==> config.mk <==
export PLATFORM = sky130hd
export DESIGN_NAME = mcuirq_ctrl
export DESIGN_NICKNAME = d
export VERILOG_FILES = /design/src/rtl/mcuirq_pkg.sv /design/src/rtl/mcuirq_ctrl.sv
export SDC_FILE = /design/constraint.sdc
export NUM_CORES = 1
export LEC_CHECK = 0
export BUFFER_PORTS_ARGS = -buffer_cell sky130_fd_sc_hd__buf_2
export CAP_MARGIN = 20
export CORE_UTILIZATION = 38
export DETAILED_ROUTE_END_ITERATION = 7
export GPL_TIMING_DRIVEN = 1
export HOLD_SLACK_MARGIN = 0.08
export PLACE_DENSITY = 0.7
export SLEW_MARGIN = 20
export SYNTH_ARGS = -nofsm -noshare
export SYNTH_HDL_FRONTEND = slang
export SYNTH_SLANG_ARGS = --single-unit
==> constraint.sdc <==
create_clock -name clk_sys_i -period 2.8 [get_ports clk_sys_i]
set_input_delay 0.7 -clock clk_sys_i [delete_from_list [all_inputs] [get_ports clk_sys_i]]
set_output_delay 0.7 -clock clk_sys_i [all_outputs]
set_load 0.03 [all_outputs]
==> src/rtl/mcuirq_pkg.sv <==
package mcuirq_pkg;
  localparam int unsigned DATA_W = 8;
  localparam int unsigned ADDR_W = 4;
  localparam int unsigned VEC_W = 4;
  localparam int unsigned MAX_TMR = 8;
  localparam int unsigned DEF_TMR = 3;

  // register offsets
  localparam logic [ADDR_W-1:0] OFS_CTRL = 4'h0;
  localparam logic [ADDR_W-1:0] OFS_FLAGS = 4'h1;
  localparam logic [ADDR_W-1:0] OFS_TMR_A_EN = 4'h2;
  localparam logic [ADDR_W-1:0] OFS_TMR_P_EN = 4'h3;
  localparam logic [ADDR_W-1:0] OFS_TMR_A_FLAG = 4'h4;
  localparam logic [ADDR_W-1:0] OFS_TMR_P_FLAG = 4'h5;
  localparam logic [ADDR_W-1:0] OFS_MF_EN = 4'h6;
  localparam logic [ADDR_W-1:0] OFS_MF_FLAG = 4'h7;
  localparam logic [ADDR_W-1:0] OFS_EVT_STAT = 4'h8;
  localparam logic [ADDR_W-1:0] OFS_EVT_MASK = 4'h9;

  // control register fields
  localparam int unsigned CTRL_GIE = 0;
  localparam int unsigned CTRL_MEMW_EN = 1;
  localparam int unsigned CTRL_SIM_EN = 2;
  localparam int unsigned CTRL_UART_EN = 3;
  // flag register fields
  localparam int unsigned FLG_MEMW = 0;
  localparam int unsigned FLG_SIM = 1;
  localparam int unsigned FLG_UART = 2;
  // event status / mask fields
  localparam int unsigned EVT_TAKEN = 0;
  localparam int unsigned EVT_WAKE = 1;
  localparam int unsigned EVT_BLOCKED = 2;
  localparam int unsigned EVT_W = 3;

  localparam logic [DATA_W-1:0] RST_CTRL = 8'h00;
  localparam logic [DATA_W-1:0] RST_ZERO = 8'h00;

  // vector codes: memwrite, then one per multi-source group, then serial, uart
  localparam logic [VEC_W-1:0] VEC_MEMW = 4'h0;
  localparam logic [VEC_W-1:0] VEC_MF_BASE = 4'h1;
endpackage : mcuirq_pkg

==> src/rtl/mcuirq_ctrl.sv <==
// How it works
// - memory-write done pulse sets the memory-write request flag
// - memory-write vectors only with flag, global, own enable, stack not full
// - memory-write service clears global enable and memory-write flag
// - each timer has compare A and P flags with own enables
// - timer flags feed a multi-source group, no own vector
// - timer vectors need global, timer enable, group enable, stack not full
// - timer service clears global enable and group flag only
// - serial flag set on byte done, address match or bus time-out
// - serial vectors with global and own enable, stack not full; service clears serial flag and global enable
// - uart flag set by any of six uart conditions
// - uart vectors with enables, stack free; service clears flag and global
// - any flag rising during sleep or idle wakes, enables ignored
// - flag already high before sleep gives no wake from it
// - flags stay set until serviced or cleared by software
// - entry pushes program counter only
// - return-from-irq sets global enable; plain return leaves it
// - group flag set when any of its timer flags becomes set
// - requests during service are still latched
//
// Chosen here: the register addresses and the strobed register port.
`timescale 1ns/10ps
`default_nettype none
module mcuirq_ctrl
  import mcuirq_pkg::*;
#(
  parameter int unsigned NUM_TMR = DEF_TMR
) (
  input wire logic clk_sys_i,
  input wire logic rst_b_i,
  input wire logic [ADDR_W-1:0] addr_i,
  input wire logic [DATA_W-1:0] wdata_i,
  input wire logic wr_i,
  input wire logic rd_i,
  output logic [DATA_W-1:0] rdata_o,
  input wire logic memw_done_i,
  input wire logic [NUM_TMR-1:0] timer_cmp_a_i,
  input wire logic [NUM_TMR-1:0] timer_cmp_p_i,
  input wire logic sim_byte_done_i,
  input wire logic sim_addr_match_i,
  input wire logic sim_timeout_i,
  input wire logic uart_tx_empty_i,
  input wire logic uart_tx_idle_i,
  input wire logic uart_rx_avail_i,
  input wire logic uart_rx_overrun_i,
  input wire logic uart_addr_det_i,
  input wire logic uart_rx_wake_i,
  input wire logic stack_full_i,
  input wire logic ack_i,
  input wire logic ret_i,
  input wire logic return_from_irq_i,
  input wire logic sleep_i,
  output logic irq_req_o,
  output logic [VEC_W-1:0] vector_o,
  output logic push_pc_o,
  output logic wake_o,
  output logic irq_o
);
  if (NUM_TMR < 1 || NUM_TMR > MAX_TMR) begin : g_bad_num_tmr
    $error("NUM_TMR out of range");
  end

  localparam logic [VEC_W-1:0] VEC_SIM = VEC_MF_BASE + VEC_W'(NUM_TMR);
  localparam logic [VEC_W-1:0] VEC_UART = VEC_SIM + 4'h1;

  function automatic logic [DATA_W-1:0] zext(input logic [NUM_TMR-1:0] v);
    logic [DATA_W-1:0] r;
    r = '0;
    r[NUM_TMR-1:0] = v;
    return r;
  endfunction : zext

  logic global_irq_enable;
  logic memwrite_irq_enable;
  logic serial_module_irq_enable;
  logic uart_irq_enable;
  logic memwrite_irq_flag;
  logic serial_module_irq_flag;
  logic uart_irq_flag;
  logic [NUM_TMR-1:0] timer_cmp_a_enable;
  logic [NUM_TMR-1:0] timer_cmp_p_enable;
  logic [NUM_TMR-1:0] timer_cmp_a_flag;
  logic [NUM_TMR-1:0] timer_cmp_p_flag;
  logic [NUM_TMR-1:0] multi_source_enable;
  logic [NUM_TMR-1:0] multi_source_flag;
  logic [EVT_W-1:0] evt_stat;
  logic [EVT_W-1:0] evt_mask;

  logic next_memw_flag;
  logic next_sim_flag;
  logic next_uart_flag;
  logic [NUM_TMR-1:0] next_tmr_a_flag;
  logic [NUM_TMR-1:0] next_tmr_p_flag;
  logic [NUM_TMR-1:0] next_mf_flag;
  logic [NUM_TMR-1:0] tmr_rise;
  logic [NUM_TMR-1:0] mf_ready;
  logic take;
  logic any_rise;
  logic req_any;
  logic blocked;
  logic [VEC_W-1:0] req_vec;
  logic [EVT_W-1:0] evt_set;

  function automatic logic is_wr(input logic [ADDR_W-1:0] a, input logic w,
                                 input logic [ADDR_W-1:0] ofs);
    return w && (a == ofs);
  endfunction : is_wr

  // an acknowledge counts only against an offered vector
  assign take = ack_i && irq_req_o;

  // next flag values: hardware set wins over any clear
  always_comb begin
    next_memw_flag = memw_done_i | (is_wr(addr_i, wr_i, OFS_FLAGS) ? wdata_i[FLG_MEMW] :
      (memwrite_irq_flag & ~(take && vector_o == VEC_MEMW)));
    next_sim_flag = sim_byte_done_i | sim_addr_match_i | sim_timeout_i |
      (is_wr(addr_i, wr_i, OFS_FLAGS) ? wdata_i[FLG_SIM] :
      (serial_module_irq_flag & ~(take && vector_o == VEC_SIM)));
    next_uart_flag = uart_tx_empty_i | uart_tx_idle_i | uart_rx_avail_i |
      uart_rx_overrun_i | uart_addr_det_i | uart_rx_wake_i |
      (is_wr(addr_i, wr_i, OFS_FLAGS) ? wdata_i[FLG_UART] :
      (uart_irq_flag & ~(take && vector_o == VEC_UART)));
  end

  genvar g;
  generate
    for (g = 0; g < NUM_TMR; g++) begin : g_tmr
      // per-timer A and P flags; held until software clears
      assign next_tmr_a_flag[g] = timer_cmp_a_i[g] |
        (is_wr(addr_i, wr_i, OFS_TMR_A_FLAG) ? wdata_i[g] : timer_cmp_a_flag[g]);
      assign next_tmr_p_flag[g] = timer_cmp_p_i[g] |
        (is_wr(addr_i, wr_i, OFS_TMR_P_FLAG) ? wdata_i[g] : timer_cmp_p_flag[g]);
      // group flag follows a newly set timer flag
      assign tmr_rise[g] = (next_tmr_a_flag[g] & ~timer_cmp_a_flag[g]) |
        (next_tmr_p_flag[g] & ~timer_cmp_p_flag[g]);
      // service clears only the group flag
      assign next_mf_flag[g] = tmr_rise[g] |
        (is_wr(addr_i, wr_i, OFS_MF_FLAG) ? wdata_i[g] :
        (multi_source_flag[g] & ~(take && vector_o == VEC_MF_BASE + VEC_W'(g))));
      // timer request via group, needs timer and group enables
      assign mf_ready[g] = multi_source_flag[g] & multi_source_enable[g] &
        ((timer_cmp_a_flag[g] & timer_cmp_a_enable[g]) |
        (timer_cmp_p_flag[g] & timer_cmp_p_enable[g]));
    end
  endgenerate

  always_comb begin
    req_any = 1'b0;
    req_vec = VEC_MEMW;
    if (memwrite_irq_flag && memwrite_irq_enable) begin
      req_any = 1'b1;
      req_vec = VEC_MEMW;
    end else if (|mf_ready) begin
      req_any = 1'b1;
      for (int i = NUM_TMR - 1; i >= 0; i--) begin
        if (mf_ready[i]) begin
          req_vec = VEC_MF_BASE + VEC_W'(i);
        end
      end
    end else if (serial_module_irq_flag && serial_module_irq_enable) begin
      req_any = 1'b1;
      req_vec = VEC_SIM;
    end else if (uart_irq_flag && uart_irq_enable) begin
      req_any = 1'b1;
      req_vec = VEC_UART;
    end
  end

  // counted as blocked only when a request has global enable set and the stack is full
  assign blocked = req_any && global_irq_enable && stack_full_i;

  // rising edge of any flag, enables not consulted
  assign any_rise = (next_memw_flag & ~memwrite_irq_flag) |
    (next_sim_flag & ~serial_module_irq_flag) | (next_uart_flag & ~uart_irq_flag) |
    (|tmr_rise) | (|(next_mf_flag & ~multi_source_flag));

  always_ff @(posedge clk_sys_i or negedge rst_b_i) begin
    if (!rst_b_i) begin
      memwrite_irq_flag <= 1'b0;
      serial_module_irq_flag <= 1'b0;
      uart_irq_flag <= 1'b0;
      timer_cmp_a_flag <= '0;
      timer_cmp_p_flag <= '0;
      multi_source_flag <= '0;
    end else begin
      // flags latch regardless of service state
      memwrite_irq_flag <= next_memw_flag;
      serial_module_irq_flag <= next_sim_flag;
      uart_irq_flag <= next_uart_flag;
      timer_cmp_a_flag <= next_tmr_a_flag;
      timer_cmp_p_flag <= next_tmr_p_flag;
      multi_source_flag <= next_mf_flag;
    end
  end

  // global enable: service clears, return-from-irq sets
  always_ff @(posedge clk_sys_i or negedge rst_b_i) begin
    if (!rst_b_i) begin
      global_irq_enable <= RST_CTRL[CTRL_GIE];
    end else if (take) begin
      global_irq_enable <= 1'b0;
    end else if (return_from_irq_i) begin
      global_irq_enable <= 1'b1;
    end else if (is_wr(addr_i, wr_i, OFS_CTRL)) begin
      global_irq_enable <= wdata_i[CTRL_GIE];
    end
  end

  always_ff @(posedge clk_sys_i or negedge rst_b_i) begin
    if (!rst_b_i) begin
      memwrite_irq_enable <= RST_CTRL[CTRL_MEMW_EN];
      serial_module_irq_enable <= RST_CTRL[CTRL_SIM_EN];
      uart_irq_enable <= RST_CTRL[CTRL_UART_EN];
      timer_cmp_a_enable <= '0;
      timer_cmp_p_enable <= '0;
      multi_source_enable <= '0;
      evt_mask <= '0;
    end else if (wr_i) begin
      if (addr_i == OFS_CTRL) begin
        memwrite_irq_enable <= wdata_i[CTRL_MEMW_EN];
        serial_module_irq_enable <= wdata_i[CTRL_SIM_EN];
        uart_irq_enable <= wdata_i[CTRL_UART_EN];
      end else if (addr_i == OFS_TMR_A_EN) begin
        timer_cmp_a_enable <= wdata_i[NUM_TMR-1:0];
      end else if (addr_i == OFS_TMR_P_EN) begin
        timer_cmp_p_enable <= wdata_i[NUM_TMR-1:0];
      end else if (addr_i == OFS_MF_EN) begin
        multi_source_enable <= wdata_i[NUM_TMR-1:0];
      end else if (addr_i == OFS_EVT_MASK) begin
        evt_mask <= wdata_i[EVT_W-1:0];
      end
    end
  end

  // offer to the core; withdrawn in the cycle after an acknowledge
  always_ff @(posedge clk_sys_i or negedge rst_b_i) begin
    if (!rst_b_i) begin
      irq_req_o <= 1'b0;
      vector_o <= VEC_MEMW;
      push_pc_o <= 1'b0;
      wake_o <= 1'b0;
    end else begin
      // global enable and free stack required
      irq_req_o <= req_any && global_irq_enable && !stack_full_i && !take;
      vector_o <= req_vec;
      // only the program counter is pushed
      push_pc_o <= take;
      // wake on rising flag while asleep
      wake_o <= sleep_i && any_rise;
    end
  end

  assign evt_set = {blocked, sleep_i && any_rise, take};

  // sticky events, write one to clear; a new event wins over the clear
  always_ff @(posedge clk_sys_i or negedge rst_b_i) begin
    if (!rst_b_i) begin
      evt_stat <= '0;
      irq_o <= 1'b0;
    end else begin
      evt_stat <= evt_set |
        (evt_stat & ~(is_wr(addr_i, wr_i, OFS_EVT_STAT) ? wdata_i[EVT_W-1:0] : '0));
      irq_o <= |(evt_stat & evt_mask);
    end
  end

  always_ff @(posedge clk_sys_i or negedge rst_b_i) begin
    if (!rst_b_i) begin
      rdata_o <= RST_ZERO;
    end else if (!rd_i) begin
      rdata_o <= RST_ZERO;
    end else if (addr_i == OFS_CTRL) begin
      rdata_o <= {4'h0, uart_irq_enable, serial_module_irq_enable,
                  memwrite_irq_enable, global_irq_enable};
    end else if (addr_i == OFS_FLAGS) begin
      rdata_o <= {5'h00, uart_irq_flag, serial_module_irq_flag, memwrite_irq_flag};
    end else if (addr_i == OFS_TMR_A_EN) begin
      rdata_o <= zext(timer_cmp_a_enable);
    end else if (addr_i == OFS_TMR_P_EN) begin
      rdata_o <= zext(timer_cmp_p_enable);
    end else if (addr_i == OFS_TMR_A_FLAG) begin
      rdata_o <= zext(timer_cmp_a_flag);
    end else if (addr_i == OFS_TMR_P_FLAG) begin
      rdata_o <= zext(timer_cmp_p_flag);
    end else if (addr_i == OFS_MF_EN) begin
      rdata_o <= zext(multi_source_enable);
    end else if (addr_i == OFS_MF_FLAG) begin
      rdata_o <= zext(multi_source_flag);
    end else if (addr_i == OFS_EVT_STAT) begin
      rdata_o <= {5'h00, evt_stat};
    end else if (addr_i == OFS_EVT_MASK) begin
      rdata_o <= {5'h00, evt_mask};
    end else begin
      rdata_o <= RST_ZERO;
    end
  end
endmodule : mcuirq_ctrl
`default_nettype wire

* After elaboration in Yosys (flattened, before gate mapping)
Cells that the tools add are included.
** Storage, ports and cells
- Register bits after elaboration :: 47
- Word-level logic and storage cells :: 189
- Output and inout bits :: 16
- Input port bits :: 37
** Cells by class
- Multiplexer cells :: 38
- Bitwise logic cells :: 81
- Eq/ne operators :: 14
- Reduce and logical (&&, ||, !) cells :: 35
** Operator list (count)
- 3-bit two-way mux :: 12
- 1-bit OR :: 29
- 1-bit bitwise AND :: 27
- 4-bit by 3-bit equality test with 1-bit output (second input constant) :: 6
- 4-bit two-way mux :: 6
- 1-bit logical AND :: 21
- 1-bit two-way mux :: 19
- 1-bit inverter :: 19
- 4-bit by 2-bit equality test with 1-bit output (second input constant) :: 4
- 3-bit OR reduction :: 4
- 3-bit bitwise AND :: 3
- 4-bit by 1-bit equality test with 1-bit output (second input constant) :: 2
- 4-bit equality test (second input constant) :: 2
- 4-bit logical NOT :: 2
- 3-bit inverter :: 2
- 6-bit AND reduction :: 1
- 5-bit AND reduction :: 1
- 4-bit AND reduction :: 1
- 3-bit OR :: 1
- 3-bit AND reduction :: 1
- 3-bit nonzero test :: 1
- 1-bit logical NOT :: 2
- 2-bit two-way mux :: 1
- 2-bit AND reduction :: 1

* Depth between registers and ports, before layout
Gate-level depths: netlist of run 1.
- Word-level depth :: 13
- Gate-level depth with buffers :: 8
- Depth with buffers taken out :: 5

* Worst setup path before layout of run 1
OpenSTA, ideal clock, no wires.
- Path kind :: input -> register
- Start point :: in addr_i[1]
- End point :: reg evt_stat[1]
- Required time :: 2.682 ns
- Library setup time :: 0.118 ns
- Buffers on the path :: 1
- Stages :: 6
- Setup slack :: 0.788 ns
- Arrival :: 1.894 ns
- Path through :: buf_6 > and2_1 > nand2_1 > o32ai_1 > or4_4 > a21o_1
** Between the ends
- Longest elaborated chain between the ends :: 12
- Elaborated cells on any way between the ends :: 58
- Classes of those cells :: eq/ne (5); mux (13); bitwise (32); reduce/logical (8)
** RTL lines
- start: declaration :: line mcuirq_ctrl.sv:31 : input wire logic [ADDR_W-1:0] addr_i,
- 4-bit by 3-bit equality test with 1-bit output :: line mcuirq_ctrl.sv:106 : return w && (a == ofs);
- 1-bit logical AND :: line mcuirq_ctrl.sv:106
- 1-bit two-way mux (on tied branches) :: line mcuirq_ctrl.sv:130, mcuirq_ctrl.sv:132
- 1-bit OR (on tied branches) :: line mcuirq_ctrl.sv:129, mcuirq_ctrl.sv:131
- 1-bit bitwise AND (on tied branches) :: line mcuirq_ctrl.sv:134, mcuirq_ctrl.sv:135
- 1-bit OR :: line mcuirq_ctrl.sv:134 : assign tmr_rise[g] = (next_tmr_a_flag[g] & ~timer_cmp_a_flag[g]) |
- 1-bit OR :: line mcuirq_ctrl.sv:137 : assign next_mf_flag[g] = tmr_rise[g] |
- 3-bit bitwise AND :: line mcuirq_ctrl.sv:175 : (|tmr_rise) | (|(next_mf_flag & ~multi_source_flag));
- 3-bit OR reduction :: line mcuirq_ctrl.sv:175
- 1-bit OR :: line mcuirq_ctrl.sv:175
- 1-bit logical AND :: line mcuirq_ctrl.sv:253 : assign evt_set = {blocked, sleep_i && any_rise, take};
- 3-bit OR * :: line mcuirq_ctrl.sv:261 : evt_stat <= evt_set |
- end signal: assignment :: line mcuirq_ctrl.sv:261
- end: declaration :: line mcuirq_ctrl.sv:86 : logic [EVT_W-1:0] evt_stat;
Mark *: on every way between the ends. The rest lies on a longest branch, timed or not.
A chain may end at the register's enable or synchronous reset.

* Worst setup path in the final report of run 1
- Start point :: in addr_i[3]
- End point :: reg evt_stat[1]
Same word-level chain as after synthesis.

==> impl_metrics.toml, run 1 <==
[power]
switchingPower_mw = 0.6356
power_mw = 1.750
p_int_mw = 1.114
p_clk_share_pct = 24.0
swShare_pct = 36.32
pwr-share-comb_pct = 27.8
p_seq_share_pct = 48.2
power_density_nw_per_um2 = 627.2
ir_worst_vdd_uv = 369.5
leakagePower_nw = 1.266

[place]
gp_congestion = 0.8405
numPortBuffers = 42
dp.final_hpwl_microns = 4850

[routing]
dr.first_iter.drc_count = 282
wl_microns = 6584
route.vias.total = 2222
wl_per_cell_microns = 17.01
drtPass1Iterations = 4
ant_nets = 0
drc = 0
via_per_inst = 5.742

[floorplanning]
die_w_microns = 82.50
initial_core_util_pct = 40.39
num_io_pins = 53
core_area_sq_um = 6096
die_area_sq_um = 6805
rows = 28
die_h_microns = 82.50

[timing]
hold_viol_final = 0
tightest_slew_ns = 0.9737
slew_viol_final = 0
fin_crit_sh_pct = 76.82
tns_ns = 0
clock_skew_ns = 0.004771
whs_ns = 0.5149
finalCriticalPeriod_ns = 2.151
finalSetupViolations = 0
maxSlewHeadroom_pct = 35.09
fmax_ghz = 0.4649
rsz0062_at_grt = "no"

[cts]
cts_buffers = 5
clockBufferDepth = 2
post_cts_buffers = 0
cts_tree = "built"
post_cts_resized = 0
htree_levels = 2
clkLatencyLatePin_ns = 0.30
clock-sinks = 42
cts.clk_slew.worst_paths_ns = 0.08
cts_root_buf = "clkbuf_8"
holdBufCountCts = 0

[yosys]
async_reset_ff_share_pct = 100.0
netlist_instances = 272
synth-edff-count = 0
syn_avg_cell_area_sq_um = 9.053
post-synth-top-area-cell = "dfrtp_1"
ys_seq_area_share_pct = 42.68
ys_top_cells_by_area = "dfrtp_1 43%, mux2_2 5.9%, a21oi_1 4.3%, nand2_1 4.3%, o21ai_0 3.3%"
ys_types = 52
yosys_warnings = 0
synthFlopType = "dfrtp_1"
synth_seq_cells = 42
syn_area_sq_um = 2462
synth_top_area_share_pct = 42.68

[critical_path]
path_max_fanout = 14
endpoint_kind = "register"
arrival_ns = 2.35
max_stage_delay_ns = 0.56
start_kind = "input port"
worstPathCellList = "buf_2 > and3b_1 > nand2_1 > o32ai_1 > or4_4 > a21o_1"
cp_slowest_cell = "or4_4"
required_ns = 3.00
critPathKind = "in -> reg"
rr_worst_depth = 5

[grt]
use_met2_pct = 33.72
grt_pass1_vias = 2078
use_met1_pct = 31.10
grt_max_degree = 43
grt_pass1_wl_microns = 10830
antenna_found_initial = 0
grtUsageTotal_pct = 21.70
grt.busiest_layer = "met2"
grt_util_met3_pct = 3.626
grt_overflow = 0

[cells_and_area]
fin_util_pct = 45.77
layout-drive-gt1-share_pct = 24.68
antennaDiodeCount = 0
fillers = 625
areaGrowthSynthToFinish_pct = 13.31
fin_nets = 348
mostFrequentLayoutCells = "42 x dfrtp_1, 42 x buf_2, 28 x nand2_1"

[flow_run]
cap_viol_max_count = 0

[min_path]
min_path_type = "reg -> reg"
min_path_cells = 2

[run_status]
status = "finished clean"
-- logic make-up (layout without fill, tap and decap cells) --
kind of cell / Yosys count / count (layout) / share of synthesized area, %
flops: 42 / 42 / 42.68
compound gates: 84 / 84 / 23.43
buf+inv: 34 / 70 / 6.860
simple gates: 96 / 96 / 20.12
other cells: 1 / 5 / 0.1523
mux: 15 / 15 / 6.758
-- path summary, 6_finish.rpt --
kind                                       startpoint                     to  slack, ns
min in group asynchronous                     rst_b_i      memwrite_irq_flag       0.55
worst max-delay path                        addr_i[3]            evt_stat[1]       0.65
worst min-delay path            timer_cmp_a_enable[2]  timer_cmp_a_enable[2]       0.51
max in group asynchronous                     rst_b_i            evt_mask[1]       1.64
worst min register to register  timer_cmp_a_enable[2]  timer_cmp_a_enable[2]       0.51
worst max register to register      memwrite_irq_flag            evt_stat[1]       0.93
-- Yosys cell counts, drive strengths merged (5+ instances only) --
cell / instances
inv: 18
nand2: 28
mux2: 13
a21oi: 21
nand3: 9
nor2: 16
buf: 13
dfrtp: 42
or2: 5
o21ai: 16
o211ai: 6
nor2b: 6
a22oi: 9
nand2b: 10
-- metal layers --
| layer | routed length [microns] | vias up |
|---|---|---|
| li1 | - | 1060 |
| met1 | 2987 | 1064 |
| met2 | 3085 | 90 |
| met3 | 455 | 8 |
| met4 | 55 | 0 |
| met5 | 0 | - |
-- area by class of cell --
type,instances,area [sq um],share of cell area [%]
clock buffers,6,82.58,2.960
multi-input cells,200,1257,45.07
inverters,18,67.56,2.422
repair buffers,44,225.2,8.072
flip-flops and latches,42,1051,37.67
clock inverters,2,12.51,0.4484
well taps,75,93.84,3.363
-- power groups by stage --
stage	Sequential [mW]	Combinational, mW	Clock (mW)
3_3_place_gp	0.846	0.476	0
5_1_grt	0.859	0.543	0.458
3_5_place_dp	0.850	0.485	0
6_report	0.844	0.487	0.420
2_1_floorplan	0.878	0.285	0
4_1_cts	0.839	0.489	0.433
-- metrics by stage --
step                cell area (sq um)  worst slack [ns]  std cells
floorplan                        2477            0.7877        276
global placement                 2695            0.3733        379
detailed placement               2695            0.3576        379
CTS                              2790            0.6757        387
global route                     2790            0.5516        387
finish                           2790            0.6492        387
-- state kept, by name, summed over array words and instances (netlist names), 3 cells and up --
register / count
timer_cmp_p_enable: 3
rdata_o: 4
timer_cmp_a_flag: 3
timer_cmp_a_enable: 3
timer_cmp_p_flag: 3
multi_source_enable: 3
evt_mask: 3
vector_o: 3
multi_source_flag: 3
evt_stat: 3
-- worst max-delay path, delay by kind of cell --
kind,cells,cell delay [ns]
simple gates,3,1.12
buf+inv,1,0.22
compound gates,2,0.30
No activity file was read; power rests on OpenSTA's default activity.
==> run 2, diff against run 1 <==
--- a/config.mk
+++ b/config.mk
@@ -11,7 +11,7 @@
 export DETAILED_ROUTE_END_ITERATION = 7
 export GPL_TIMING_DRIVEN = 1
 export HOLD_SLACK_MARGIN = 0.08
-export PLACE_DENSITY = 0.7
+export PLACE_DENSITY = 0.72
 export SLEW_MARGIN = 20
 export SYNTH_ARGS = -nofsm -noshare
 export SYNTH_HDL_FRONTEND = slang
==> constraint.sdc (replaced) <==
create_clock -name clk_sys_i -period 1.9 [get_ports clk_sys_i]
set_input_delay 0.475 -clock clk_sys_i [delete_from_list [all_inputs] [get_ports clk_sys_i]]
set_output_delay 0.475 -clock clk_sys_i [all_outputs]
set_load 0.03 [all_outputs]
==> impl_metrics.toml, run 2 (synthesis gave the netlist of run 1 again) <==
[power]
p_clk_share_pct = 23.4
pwr-share-comb_pct = 29.9
leakagePower_nw = 1.458
p_seq_share_pct = 46.7
swShare_pct = 36.85
switchingPower_mw = 0.9683
power_density_nw_per_um2 = 847.4
ir_worst_vdd_uv = 726.0
p_int_mw = 1.659

[floorplanning]
num_io_pins = 53
initial_core_util_pct = 40.39
die_area_sq_um = 6805
die_w_microns = 82.50
rows = 28
die_h_microns = 82.50
core_area_sq_um = 6096

[cts]
clock-sinks = 42
post_cts_buffers = 0
cts.clk_slew.worst_paths_ns = 0.09
cts_root_buf = "clkbuf_8"
clkLatencyLatePin_ns = 0.31
htree_levels = 2
clockBufferDepth = 2
cts_buffers = 5
cts_tree = "built"

[timing]
maxSlewHeadroom_pct = 64.94
finalCriticalPeriod_ns = 1.764
fin_crit_sh_pct = 92.83
fmax_ghz = 0.5669
layout_setup_ws_ns = 0.1361
rsz0062_at_grt = "no"
finalSetupViolations = 0
slew_viol_final = 0
clock_skew_ns = 0.01227
tightest_slew_ns = 0.5258
hold_viol_final = 0

[routing]
drc = 0
wl_microns = 6886
ant_nets = 0
via_per_inst = 5.593
dr.first_iter.drc_count = 214
wl_per_cell_microns = 16.09
route.vias.total = 2394
drtPass1Iterations = 4

[place]
numPortBuffers = 42
dp.cells = 420
gp_congestion = 0.8502
dp_slack_ns = -0.1312
dp.final_hpwl_microns = 5545

[critical_path]
arrival_ns = 1.97
endpoint_kind = "register"
rr_worst_depth = 5
critPathKind = "reg -> reg"
start_kind = "register"
crit_start = "timer_cmp_p_flag[1]"
required_ns = 2.11
path_max_fanout = 3
rrSetupSlack_ns = 0.14
r2r_end = "evt_stat[1]"
r2r-start = "timer_cmp_p_flag[1]"

[cells_and_area]
mostFrequentLayoutCells = "43 x buf_4, 42 x dfrtp_1, 42 x buf_2"
areaGrowthSynthToFinish_pct = 25.91
layout-drive-gt1-share_pct = 33.71
largest_reg_flops = 4
final_cells = 428
regMostFlops = "rdata_o"
fin_nets = 389
final_common_cell = "buf_4"
fillers = 604
antennaDiodeCount = 0

[grt]
grt_max_degree = 25
grt_pass1_wl_microns = 11070
grt_overflow = 0
grt_pass1_vias = 2320
antenna_found_initial = 0
grtUsageTotal_pct = 22.46

[flow_run]
cap_viol_max_count = 0

[run_status]
status = "finished clean"

[min_path]
min_path_type = "in -> async"
==> run 2: worst max path at each step <==
stage / to / slack (ns) / cells after the start
floorplan: evt_stat[1] / 0.11 / 6
global placement: rdata_o[2] / -0.06 / 7
detailed placement: rdata_o[2] / -0.13 / 7
CTS: evt_stat[1] / 0.12 / 5
global route: evt_stat[2] / 0.01 / 6
finish: evt_stat[1] / 0.14 / 5
==> run 2: metrics by stage <==
stage | hold WS, ns | cell area (sq um) | utilization, % | total power [mW] | setup TNS (ns)
2_1_floorplan | 0.1794 | 2477 | - | 1.714 | 0
3_3_place_gp | 0.4735 | 3003 | 49.26 | 2.000 | -0.2093
5_1_grt | 0.1624 | 3100 | 50.86 | 2.778 | 0
3_5_place_dp | 0.4834 | 3003 | 49.26 | 2.021 | -0.3410
6_report | 0.1330 | 3100 | 50.86 | 2.627 | 0
4_1_cts | 0.1472 | 3095 | 50.78 | 2.636 | 0
==> run 2: layer usage <==
layer,share of wire [%],GRT usage [%]
met3,5.9,4.176
met1,44,28.86
met4,2.0,8.276
met2,48,37.60
met5,0,0
==> run 2: power groups by stage <==
stage / Combinational, mW / Clock [mW] / Sequential, mW
after floorplan: 0.420 / 0 / 1.29
after global placement: 0.765 / 0 / 1.23
after detailed placement: 0.783 / 0 / 1.24
after CTS: 0.786 / 0.627 / 1.22
after global routing: 0.866 / 0.660 / 1.25
final: 0.786 / 0.616 / 1.23
==> run 2: cell type report <==
type	count	area, sq um	area share (%)
Multi-Input combinational cell	200	1262	40.72
Sequential cell	42	1051	33.90
Timing Repair Buffer	85	533.0	17.19
Tap cell	75	93.84	3.027
Clock buffer	5	68.82	2.220
Inverter	18	67.56	2.179
Clock inverter	3	23.77	0.7667
==> run 2: worst max-delay path, cell delays in order, from the launching register on <==
cell	delay [ns]
dfrtp_1	0.41
inv_1	0.10
a222oi_1	0.28
nand4_1	0.14
or4_4	0.55
a21o_1	0.19
==> run 2: what timing repair did <==
| action | 4_1_cts | 5_1_grt |
|---|---|---|
| gates resized for setup | 0 | 1 |
| hold buffers | 0 | 0 |
| endpoints found under the setup margin | 0 | 1 |
